==> src/wdt_pkg.sv <==
package wdt_pkg;

  // ---------------------------------------------------------------
  // Register map (byte addresses on the APB side)
  // ---------------------------------------------------------------
  localparam int ADDR_W = 18;
  localparam logic [15:0] CLEAR_IDX = 16'hFFFF;
  localparam logic [ADDR_W-1:0] CLEAR_ADDR = {CLEAR_IDX, 2'b00};
  localparam logic [ADDR_W-1:0] CFG_ADDR = 18'h00000;
  localparam logic [ADDR_W-1:0] CAUSE_ADDR = 18'h00004;
  localparam logic [ADDR_W-1:0] MASK_ADDR = 18'h00008;
  localparam logic [ADDR_W-1:0] STATE_ADDR = 18'h0000C;

  // ---------------------------------------------------------------
  // Field positions
  // ---------------------------------------------------------------
  localparam int CFG_DISABLE_BIT = 0;
  localparam int CFG_RATE_BIT = 1;
  localparam int CFG_STOP_EN_BIT = 2;
  localparam int CAUSE_WDOG_BIT = 0;
  localparam int CAUSE_ILLOP_BIT = 1;
  localparam int CAUSE_W = 2;

  // ---------------------------------------------------------------
  // Reset values and cycle counts
  // ---------------------------------------------------------------
  localparam logic [2:0] CFG_RESET = 3'h4;
  localparam logic [CAUSE_W-1:0] MASK_RESET = 2'h0;
  localparam int PRE_W = 12;
  localparam int CNT_W = 6;
  localparam int SHORT_TAP = 7;
  localparam int KEEP_STAGES = 4;
  localparam int POR_CYCLES = 4096;
  localparam int RST_CYCLES = 64;
  localparam logic [12:0] POR_LAST = 13'(POR_CYCLES - 1);
  localparam logic [6:0] RST_LAST = 7'(RST_CYCLES - 1);

endpackage : wdt_pkg

==> src/wdt_sync.sv <==
module wdt_sync
(
  input wire logic i_sys_clk,
  input wire logic i_reset,
  input wire logic i_async,
  output logic o_sync
);

  logic meta_q;

  // Only the second stage is read outside this module
  always_ff @(posedge i_sys_clk or posedge i_reset)
  begin
    if (i_reset)
    begin
      meta_q <= 1'b0;
      o_sync <= 1'b0;
    end
    else
    begin
      meta_q <= i_async;
      o_sync <= meta_q;
    end
  end

endmodule // wdt_sync

==> src/wdt_chain.sv <==
module wdt_chain
#(
  parameter int PRE_W = 12,
  parameter int CNT_W = 6,
  parameter int SHORT_TAP = 7,
  parameter int KEEP_STAGES = 4
)
(
  input wire logic i_sys_clk,
  input wire logic i_reset,
  input wire logic i_clr_all,
  input wire logic i_clr_pre,
  input wire logic i_clr_upper,
  input wire logic i_hold,
  input wire logic i_short,
  output logic o_ovf,
  output logic [PRE_W-1:0] o_pre,
  output logic [CNT_W-1:0] o_cnt
);

  logic tick;

  // Short rate taps the low stages so the counter steps 2^(12-7) times faster
  assign tick = i_short ? (&o_pre[SHORT_TAP-1:0]) : (&o_pre);
  assign o_ovf = !i_hold && tick && (&o_cnt);

  always_ff @(posedge i_sys_clk or posedge i_reset)
  begin
    if (i_reset)
      o_pre <= '0;
    else if (i_clr_all || i_clr_pre)
      o_pre <= '0;
    else if (i_clr_upper)
      o_pre <= {{(PRE_W-KEEP_STAGES){1'b0}}, o_pre[KEEP_STAGES-1:0] + 1'b1};
    else if (!i_hold)
      o_pre <= o_pre + 1'b1;
  end

  always_ff @(posedge i_sys_clk or posedge i_reset)
  begin
    if (i_reset)
      o_cnt <= '0;
    else if (i_clr_all || i_clr_upper)
      o_cnt <= '0;
    else if (!i_hold && tick)
      o_cnt <= o_cnt + 1'b1;
  end

endmodule // wdt_chain

==> src/wdt_top.sv <==
// Chosen here: register access over APB.
module wdt_top
#(
  parameter int PRE_W = wdt_pkg::PRE_W,
  parameter int CNT_W = wdt_pkg::CNT_W
)
(
  input wire logic i_sys_clk,
  input wire logic i_reset,
  input wire logic i_psel,
  input wire logic i_penable,
  input wire logic i_pwrite,
  input wire logic [wdt_pkg::ADDR_W-1:0] i_paddr,
  input wire logic [31:0] i_pwdata,
  output logic [31:0] o_prdata,
  output logic o_pready,
  output logic o_pslverr,
  input wire logic [7:0] i_vec_lo,
  input wire logic i_vec_fetch,
  input wire logic i_stop_exec,
  input wire logic i_stop_mode,
  input wire logic i_monitor_mode,
  input wire logic i_irq_pin_tst,
  output logic o_int_reset,
  output logic o_stop_allowed,
  output logic o_irq
);

  // ---------------------------------------------------------------
  // Declarations
  // ---------------------------------------------------------------
  logic [2:0] cfg_q;
  logic [wdt_pkg::CAUSE_W-1:0] cause_q;
  logic [wdt_pkg::CAUSE_W-1:0] mask_q;
  logic [wdt_pkg::CAUSE_W-1:0] cause_set;
  logic [12:0] por_cnt_q;
  logic por_done_q;
  logic [6:0] rst_cnt_q;
  logic rst_active_q;
  logic [31:0] rdata_d;
  logic [31:0] prdata_q;
  logic tst_sync;
  logic wdog_off;
  logic ovf;
  logic illegal_stop;
  logic start_rst;
  logic setup_ph;
  logic access_ph;
  logic wr_acc;
  logic mapped;
  logic clr_write;
  logic clr_pre;
  logic [PRE_W-1:0] pre;
  logic [CNT_W-1:0] cnt;

  // ---------------------------------------------------------------
  // APB decode
  // ---------------------------------------------------------------
  assign setup_ph = i_psel && !i_penable;
  assign access_ph = i_psel && i_penable;
  assign wr_acc = access_ph && i_pwrite;
  assign mapped = (i_paddr == wdt_pkg::CFG_ADDR) || (i_paddr == wdt_pkg::CAUSE_ADDR) ||
                  (i_paddr == wdt_pkg::MASK_ADDR) || (i_paddr == wdt_pkg::STATE_ADDR) ||
                  (i_paddr == wdt_pkg::CLEAR_ADDR);
  // Zero wait states: every access completes in its first access cycle
  assign o_pready = 1'b1;
  assign o_pslverr = access_ph && !mapped;
  assign o_prdata = prdata_q;
  assign clr_write = wr_acc && (i_paddr == wdt_pkg::CLEAR_ADDR);

  // ---------------------------------------------------------------
  // Pin input crossing
  // ---------------------------------------------------------------
  wdt_sync u_tst_sync
  (
    .i_sys_clk(i_sys_clk),
    .i_reset(i_reset),
    .i_async(i_irq_pin_tst),
    .o_sync(tst_sync)
  );

  // ---------------------------------------------------------------
  // Enable and clear sources
  // ---------------------------------------------------------------
  // The watchdog is also frozen while its own reset pulse runs
  assign wdog_off = cfg_q[wdt_pkg::CFG_DISABLE_BIT] ||
                    (i_monitor_mode && tst_sync) ||
                    rst_active_q;
  assign illegal_stop = i_stop_exec && !cfg_q[wdt_pkg::CFG_STOP_EN_BIT];
  assign o_stop_allowed = cfg_q[wdt_pkg::CFG_STOP_EN_BIT];
  assign clr_pre = !por_done_q ||
                   i_vec_fetch ||
                   (i_stop_exec && !illegal_stop) ||
                   i_stop_mode;
  assign start_rst = (ovf || illegal_stop) && !rst_active_q;

  // ---------------------------------------------------------------
  // Prescaler and counter
  // ---------------------------------------------------------------
  // Wait mode is not an input: the chain simply keeps running in it
  wdt_chain
  #(
    .PRE_W(PRE_W),
    .CNT_W(CNT_W),
    .SHORT_TAP(wdt_pkg::SHORT_TAP),
    .KEEP_STAGES(wdt_pkg::KEEP_STAGES)
  )
  u_chain
  (
    .i_sys_clk(i_sys_clk),
    .i_reset(i_reset),
    .i_clr_all(rst_active_q),
    .i_clr_pre(clr_pre),
    .i_clr_upper(clr_write),
    .i_hold(wdog_off),
    .i_short(cfg_q[wdt_pkg::CFG_RATE_BIT]),
    .o_ovf(ovf),
    .o_pre(pre),
    .o_cnt(cnt)
  );

  // ---------------------------------------------------------------
  // Power-on prescaler hold
  // ---------------------------------------------------------------
  always_ff @(posedge i_sys_clk or posedge i_reset)
  begin
    if (i_reset)
    begin
      por_cnt_q <= '0;
      por_done_q <= 1'b0;
    end
    else if (!por_done_q)
    begin
      por_cnt_q <= por_cnt_q + 1'b1;
      por_done_q <= (por_cnt_q == wdt_pkg::POR_LAST);
    end
  end

  // ---------------------------------------------------------------
  // Internal reset pulse
  // ---------------------------------------------------------------
  // Overflow and illegal stop share one pulse; a second cause inside it is absorbed
  always_ff @(posedge i_sys_clk or posedge i_reset)
  begin
    if (i_reset)
    begin
      rst_active_q <= 1'b0;
      rst_cnt_q <= '0;
    end
    else if (start_rst)
    begin
      rst_active_q <= 1'b1;
      rst_cnt_q <= '0;
    end
    else if (rst_active_q)
    begin
      rst_cnt_q <= rst_cnt_q + 1'b1;
      if (rst_cnt_q == wdt_pkg::RST_LAST)
        rst_active_q <= 1'b0;
    end
  end

  assign o_int_reset = rst_active_q;

  // ---------------------------------------------------------------
  // Configuration register
  // ---------------------------------------------------------------
  always_ff @(posedge i_sys_clk or posedge i_reset)
  begin
    if (i_reset)
      cfg_q <= wdt_pkg::CFG_RESET;
    else if (rst_active_q)
      cfg_q[wdt_pkg::CFG_RATE_BIT] <= 1'b0;
    else if (wr_acc && (i_paddr == wdt_pkg::CFG_ADDR))
      cfg_q <= i_pwdata[2:0];
  end

  // ---------------------------------------------------------------
  // Reset cause flags and mask
  // ---------------------------------------------------------------
  // Flags survive the internal reset so software can read why it restarted
  assign cause_set[wdt_pkg::CAUSE_WDOG_BIT] = ovf && !rst_active_q;
  assign cause_set[wdt_pkg::CAUSE_ILLOP_BIT] = illegal_stop && !rst_active_q;

  always_ff @(posedge i_sys_clk or posedge i_reset)
  begin
    if (i_reset)
      cause_q <= '0;
    else if (wr_acc && (i_paddr == wdt_pkg::CAUSE_ADDR))
      cause_q <= (cause_q & ~i_pwdata[wdt_pkg::CAUSE_W-1:0]) | cause_set;
    else
      cause_q <= cause_q | cause_set;
  end

  always_ff @(posedge i_sys_clk or posedge i_reset)
  begin
    if (i_reset)
      mask_q <= wdt_pkg::MASK_RESET;
    else if (wr_acc && (i_paddr == wdt_pkg::MASK_ADDR))
      mask_q <= i_pwdata[wdt_pkg::CAUSE_W-1:0];
  end

  // Status-block line only; the watchdog itself requests no CPU interrupt
  assign o_irq = |(cause_q & mask_q);

  // ---------------------------------------------------------------
  // Read data
  // ---------------------------------------------------------------
  always_comb
  begin
    rdata_d = '0;
    case (i_paddr)
      wdt_pkg::CFG_ADDR: rdata_d[2:0] = cfg_q;
      wdt_pkg::CAUSE_ADDR: rdata_d[wdt_pkg::CAUSE_W-1:0] = cause_q;
      wdt_pkg::MASK_ADDR: rdata_d[wdt_pkg::CAUSE_W-1:0] = mask_q;
      wdt_pkg::STATE_ADDR: rdata_d = {5'h00, por_done_q, wdog_off, rst_active_q,
                                      2'h0, cnt, 4'h0, pre};
      wdt_pkg::CLEAR_ADDR: rdata_d[7:0] = i_vec_lo;
      default: rdata_d = '0;
    endcase
  end

  // Captured in the setup cycle so the access cycle sees a flop output
  always_ff @(posedge i_sys_clk or posedge i_reset)
  begin
    if (i_reset)
      prdata_q <= '0;
    else if (setup_ph && !i_pwrite)
      prdata_q <= rdata_d;
  end
endmodule // wdt_top

==> config.mk <==
export PLATFORM = sky130hd
export DESIGN_NAME = wdt_top
export DESIGN_NICKNAME = d
export VERILOG_FILES = /design/src/wdt_pkg.sv /design/src/wdt_sync.sv /design/src/wdt_chain.sv /design/src/wdt_top.sv
export SDC_FILE = /design/constraint.sdc
export NUM_CORES = 1
export LEC_CHECK = 0
export ABC_AREA = 1
export BUFFER_PORTS_ARGS = -buffer_cell sky130_fd_sc_hd__buf_4
export CAP_MARGIN = 20
export CORE_MARGIN = 2
export CORE_UTILIZATION = 57
export DETAILED_ROUTE_END_ITERATION = 8
export GPL_TIMING_DRIVEN = 0
export MAX_ROUTING_LAYER = met4
export PLACE_DENSITY = 0.86
export SYNTH_ARGS = -nofsm -noshare
export SYNTH_HDL_FRONTEND = slang
export SYNTH_SLANG_ARGS = --single-unit
==> constraint.sdc <==
create_clock -name i_sys_clk -period 4.8 [get_ports i_sys_clk]
set_input_delay 0.48 -clock i_sys_clk [delete_from_list [all_inputs] [get_ports i_sys_clk]]
set_output_delay 0.48 -clock i_sys_clk [all_outputs]
set_load 0.01 [all_outputs]
==> results of run 1 <==
layout by cell type (no fill, tap or decap), drive strengths merged:
| master | synthesis | layout |
|---|---|---|
| nand2 | 122 | 122 |
| buf | 17 | 80 |
| dfrtp | 69 | 69 |
| inv | 62 | 62 |
| nor2 | 58 | 58 |
| nand3 | 40 | 40 |
| o21ai | 26 | 26 |
| nand4 | 20 | 20 |
| a21oi | 15 | 15 |
| nor3 | 13 | 13 |
| clkbuf | 2 | 13 |
| conb | 2 | 12 |
| xor2 | 11 | 11 |
| o31ai | 9 | 9 |
| xnor2 | 9 | 9 |
| or2 | 5 | 5 |
| ha | 4 | 4 |
| clkinv | 1 | 4 |
| and2 | 1 | 1 |
| o22ai | 1 | 1 |
| a22o | 1 | 1 |
| a31oi | 1 | 1 |
| nor3b | 1 | 1 |
| dfstp | 1 | 1 |
| clkinvlp | 0 | 1 |
critical path, stage by stage:
cell	delay, ns
buf_4	0.11
nor2_1	0.15
nand3_2	0.13
nor2_1	0.20
nand2_1	0.23
inv_1	0.21
nor2_1	0.10
nand2_1	0.07
nor3_1	0.05
buf_4	0.14
report_power, final:
group	internal, mW	switching, mW	total [mW]
clock network	0.210	0.222	0.432
registers	0.600	0.00459	0.604
logic	0.0490	0.0551	0.104
total	0.859	0.282	1.14
layer usage:
layer | GRT usage, % | part of all wire (%)
met2 | 44.00 | 50
met1 | 33.35 | 42
met4 | 11.51 | 2.4
met3 | 3.619 | 5.2
met5 | - | 0
state kept, by name, indices dropped and copies added (netlist names):
register	cells
cause_q	2
cfg_q	3
mask_q	2
o_int_reset	1
o_prdata	21
por_cnt_q	13
por_done_q	1
rst_cnt_q	7
u_chain.o_cnt	6
u_chain.o_pre	12
u_tst_sync.meta_q	1
u_tst_sync.o_sync	1
cell families after synthesis:
| logic type | Yosys count | synth area share (%) |
|---|---|---|
| buf+inv | 82 | 9.347 |
| fa+ha+maj | 4 | 1.280 |
| compound gates | 53 | 8.291 |
| simple gates | 260 | 31.56 |
| other cells | 2 | 0.1921 |
| xor+xnor | 20 | 4.481 |
| flops | 70 | 44.85 |
worst max path at each step:
| stage | start | cells after the start | to | slack (ns) |
|---|---|---|---|---|
| floorplan | i_reset | 1 | cause_q[0] | 2.55 |
| global placement | i_reset | 2 | u_chain.o_pre[4] | 1.77 |
| detailed placement | i_paddr[1] | 10 | o_pslverr | 2.45 |
| CTS | i_paddr[1] | 10 | o_pslverr | 2.45 |
| global route | i_paddr[1] | 10 | o_pslverr | 2.33 |
| finish | i_paddr[1] | 10 | o_pslverr | 2.47 |
metrics by stage:
step                setup slack [ns]  utilization (%)
floorplan                      2.553                -
global placement               1.774            67.26
detailed placement             2.450            67.30
CTS                            2.446            69.89
global route                   2.333            69.89
finish                         2.473            69.89
final cells by class:
cell class	instances	area share [%]
buffer	19	2.744
clock buffer	11	3.224
clock inverter	4	0.4796
inverter	63	5.089
multi-input combinational	349	38.93
sequential	70	37.33
tap	80	2.132
timing repair buffer	63	10.07
==> flow_metrics.env, run 1 <==
export IMPL_status="complete, no violations"
export IMPL_period_needed_ns=2.327
export IMPL_coreArea_um2=6719
export IMPL_rsz0062_at_grt="no"
export IMPL_grt_pass1_wl_um=15500
export IMPL_reg2reg_slack_ns=3.07
export IMPL_avgViaCountPerCell=5.401
export IMPL_path_max_fanout=6
export IMPL_cts_buffers=9
export IMPL_vias=3559
export IMPL_hold_path_end="u_tst_sync.meta_q"
export IMPL_p_total_mw=1.140
export IMPL_power_density_nw_per_um2=242.8
export IMPL_r2r_cells=10
export IMPL_leakage_nw=2.286
export IMPL_seq_area_frac_synth_pct=44.85
export IMPL_gp_congestion=0.8870
export IMPL_start_util_pct=58.18
export IMPL_tns_ns=0
export IMPL_num_nets_final=647
export IMPL_cp_end_kind="output port"
export IMPL_clock_latency_ns=0.35
export IMPL_place_area_um2=4522
export IMPL_drt_initial_drc_count=258
export IMPL_hold_depth=1
export IMPL_post_cts_buffers=0
export IMPL_nFillCells=534
export IMPL_htree_levels=3
export IMPL_cts_sinks=70
export IMPL_min_from="i_irq_pin_tst"
export IMPL_fin_crit_sh_pct=48.49
export IMPL_synth_edff_count=0
export IMPL_clkTransAtPathRegs_ns=0.07
export IMPL_critPathLaunchType="input port"
export IMPL_synth_area_per_cell_um2=7.961
export IMPL_path_class="in2out"
export IMPL_drc=0
export IMPL_clock_path_buffers=2
export IMPL_cts_root_buf="clkbuf_8"
export IMPL_dp_cells=644
export IMPL_yosys_area_top_type="dfrtp_1"
export IMPL_max_freq_ghz=0.4297
export IMPL_min_path_type="in2reg"
export IMPL_holdBufCountCts=0
export IMPL_drtPass1Iterations=5
export IMPL_peakVddDrop_uv=154.6
export IMPL_antennaDiodeCount=0
export IMPL_cts_resized=0
export IMPL_holdWs_ns=0.2353
export IMPL_synth_seq_cells=70
export IMPL_fin_skew_ns=0.005451
export IMPL_final_cells=659
export IMPL_drt_total_wl_um=8892
export IMPL_synth_async_reset_ratio_pct=100.0
export IMPL_yosys_cell_types_count=40
export IMPL_relSlewSlack_pct=44.23
export IMPL_crit_arrival_ns=1.85
export IMPL_cts_tree="built"
export IMPL_die_w_um=86.81
export IMPL_hpwl_um=6619
export IMPL_grt_overflow_total=0
export IMPL_finalSetupViolCount=0
export IMPL_rows=30
export IMPL_r2r_start="u_chain.o_pre[0]"
export IMPL_num_io_pins=105
export IMPL_regArea_um2=1753
export IMPL_fp_dieH_um=86.81
export IMPL_antenna_found_initial=0
export IMPL_wl_per_cell_um=13.49
export IMPL_syn_cell_area_um2=3909
export IMPL_port_buffer_count=63
export IMPL_antenna_left=0
export IMPL_grt_pass1_vias=3408
export IMPL_fin_area_um2=4696
export IMPL_grt_max_degree=71
export IMPL_synth_top_area_share_pct=44.17
export IMPL_worst_pin_slew_ns=0.8366
export IMPL_ys_top_cells_by_area="dfrtp_1 (44%), nand2_1 (11%), inv_1 (5.6%)"
export IMPL_grtUsageTotal_pct=26.84
export IMPL_syn_inst=491
export IMPL_r2r_end="rst_cnt_q[6]"
export IMPL_area_delta_synth_final_pct=20.13
export IMPL_cap_violations=0
export IMPL_drv_slew=0
export IMPL_cp_data_required_time_ns=4.32
export IMPL_dieArea_um2=7536
export IMPL_synth_most_common_cell="nand2_1"
export IMPL_multi_input_area_um2=1828
export IMPL_synthTopCellsByCount="nand2_1 (115), dfrtp_1 (69), inv_1 (58)"
export IMPL_ys_warnings_count=0
export IMPL_hold_violations=0
export IMPL_ys_flop_type="dfrtp_1"
export IMPL_drive_gt1_share_pct=22.45
Note: power is estimated with default switching activity, not from simulation.
==> run 2: changes to the inputs <==
Settings changed: CORE_UTILIZATION 57 to 53, PLACE_DENSITY 0.86 to 0.8.
Clock period 4.8 ns to 2.4 ns, I/O delays scaled along.
==> run 2 against run 1 <==
  * Critical path depth unchanged
  * Clock power up 120%
  * Largest cell class unchanged
  * Core utilization down 4.0 points
  * Largest power group unchanged
  * Final cell count up 3.0%
==> flow_metrics.env, run 2 (synthesis results as in run 1) <==
export IMPL_path_common_cell="nor2_1"
export IMPL_cp_end_kind="output port"
export IMPL_hold_violations=0
export IMPL_multi_input_area_um2=1828
export IMPL_wl_per_cell_um=12.54
export IMPL_avgViaCountPerCell=5.158
export IMPL_path_max_fanout=6
export IMPL_dieArea_um2=8078
export IMPL_grt_pass1_vias=3322
export IMPL_cts_buffers=9
export IMPL_min_path_type="in2async"
export IMPL_clkTransAtPathRegs_ns=0.07
export IMPL_p_total_mw=2.371
export IMPL_crit_chain="buf_4, nor2_1, nand3_2, nor2_1, nand2_1, inv_1, nor2_1, nand2_1, nor3_1, buf_4"
export IMPL_drive_gt1_share_pct=22.41
export IMPL_leakage_nw=2.297
export IMPL_clock_latency_ns=0.35
export IMPL_critPathLaunchType="input port"
export IMPL_antenna_left=0
export IMPL_cap_violations=0
export IMPL_antennaDiodeCount=0
export IMPL_drtPass1Iterations=4
export IMPL_drt_initial_drc_count=153
export IMPL_area_delta_synth_final_pct=21.61
export IMPL_rsz0062_at_grt="no"
export IMPL_die_w_um=89.88
export IMPL_grt_overflow_total=0
export IMPL_grt_max_degree=71
export IMPL_path_class="in2out"
export IMPL_antenna_found_initial=0
export IMPL_cp_data_required_time_ns=2.16
export IMPL_vias=3502
export IMPL_final_cell_mix="nand2_1 (115), buf_4 (76), dfrtp_1 (69), inv_1 (57), nor2_1 (52)"
export IMPL_nFillCells=603
export IMPL_rows=31
export IMPL_power_density_nw_per_um2=498.7
export IMPL_grt_pass1_wl_um=14750
export IMPL_drt_total_wl_um=8516
export IMPL_holdWs_ns=0.07109
export IMPL_hpwl_um=6440
export IMPL_max_stage_delay_ns=0.23
export IMPL_layout_commonest_cell="nand2_1"
export IMPL_final_cells=679
export IMPL_max_freq_ghz=0.5250
export IMPL_gp_congestion=0.9156
export IMPL_finalSetupViolCount=0
export IMPL_fin_crit_sh_pct=79.37
export IMPL_port_buffer_count=63
export IMPL_fin_skew_ns=0.006874
export IMPL_status="complete, no violations"
export IMPL_crit_arrival_ns=1.66
export IMPL_drv_slew=0
export IMPL_largest_reg_flops=21
export IMPL_period_needed_ns=1.905
export IMPL_drc=0
export IMPL_cts_tree="built"
export IMPL_dp_cells=663
export IMPL_grtUsageTotal_pct=22.73
export IMPL_peakVddDrop_uv=317.3
export IMPL_coreArea_um2=7214
export IMPL_cts_sinks=70
export IMPL_tns_ns=0
export IMPL_start_util_pct=54.18
export IMPL_worst_pin_slew_ns=0.8319
export IMPL_post_cts_buffers=0
export IMPL_regArea_um2=1753
export IMPL_fp_dieH_um=89.88
export IMPL_relSlewSlack_pct=44.54
export IMPL_num_nets_final=648
export IMPL_clock_path_buffers=2
export IMPL_cts_root_buf="clkbuf_8"
export IMPL_htree_levels=3
export IMPL_cp_slowest_cell="nand2_1"
export IMPL_num_io_pins=105
[run 2: cell type report]
class	instances	share of cell area [%]
plain buffers	19	2.711
repair buffers	64	10.16
clock inverters	5	1.263
well taps	99	2.606
inverters	63	5.028
clock buffers	10	2.895
multi-input cells	349	38.46
flip-flops and latches	70	36.88
[run 2: metrics by stage]
| step | utilization, % | area (um2) | setup slack (ns) |
|---|---|---|---|
| detailed placement | 63.01 | 4546 | 0.4899 |
| global route | 65.89 | 4753 | 0.3547 |
| finish | 65.89 | 4753 | 0.4952 |
| global placement | 62.97 | 4543 | -0.4586 |
| CTS | 65.89 | 4753 | 0.4809 |
| floorplan | - | 3946 | 0.3934 |
[run 2: worst max-delay path, delay by kind of cell]
kind                   cells  cell delay (ns)
and+or+nand+nor            7             0.93
buffers and inverters      3             0.48
[run 2: worst paths after layout]
check	start	endpoint	slack [ns]	cells past startpoint
max reg2reg	u_chain.o_pre[0]	rst_cnt_q[6]	0.68	10
min reg2reg	u_tst_sync.meta_q	u_tst_sync.o_sync	0.35	0
min	i_reset	rst_cnt_q[5]	0.07	2
max in group asynchronous	i_reset	o_prdata[7]	1.80	2
min in group i_sys_clk	i_pwdata[2]	cfg_q[2]	0.16	3
max	i_paddr[1]	o_pslverr	0.50	10
[run 2: what timing repair did]
item | CTS | global route
hold buffers | 1 | 0
hold endpoints to repair | 1 | 0
resized for setup | 0 | 0
[run 2: where the power goes]
group	total (mW)	internal, mW	switching [mW]
logic	0.209	0.0990	0.110
clock network	0.953	0.504	0.449
registers	1.21	1.20	0.00925
[run 2: layer usage]
metal | wire (um) | vias to the layer above | global-route usage [%]
met5 | 0 | - | -
met4 | 163 | 0 | 8.590
met3 | 409 | 19 | 3.269
met2 | 4140 | 98 | 37.12
met1 | 3803 | 1652 | 29.09
li1 | - | 1733 | -
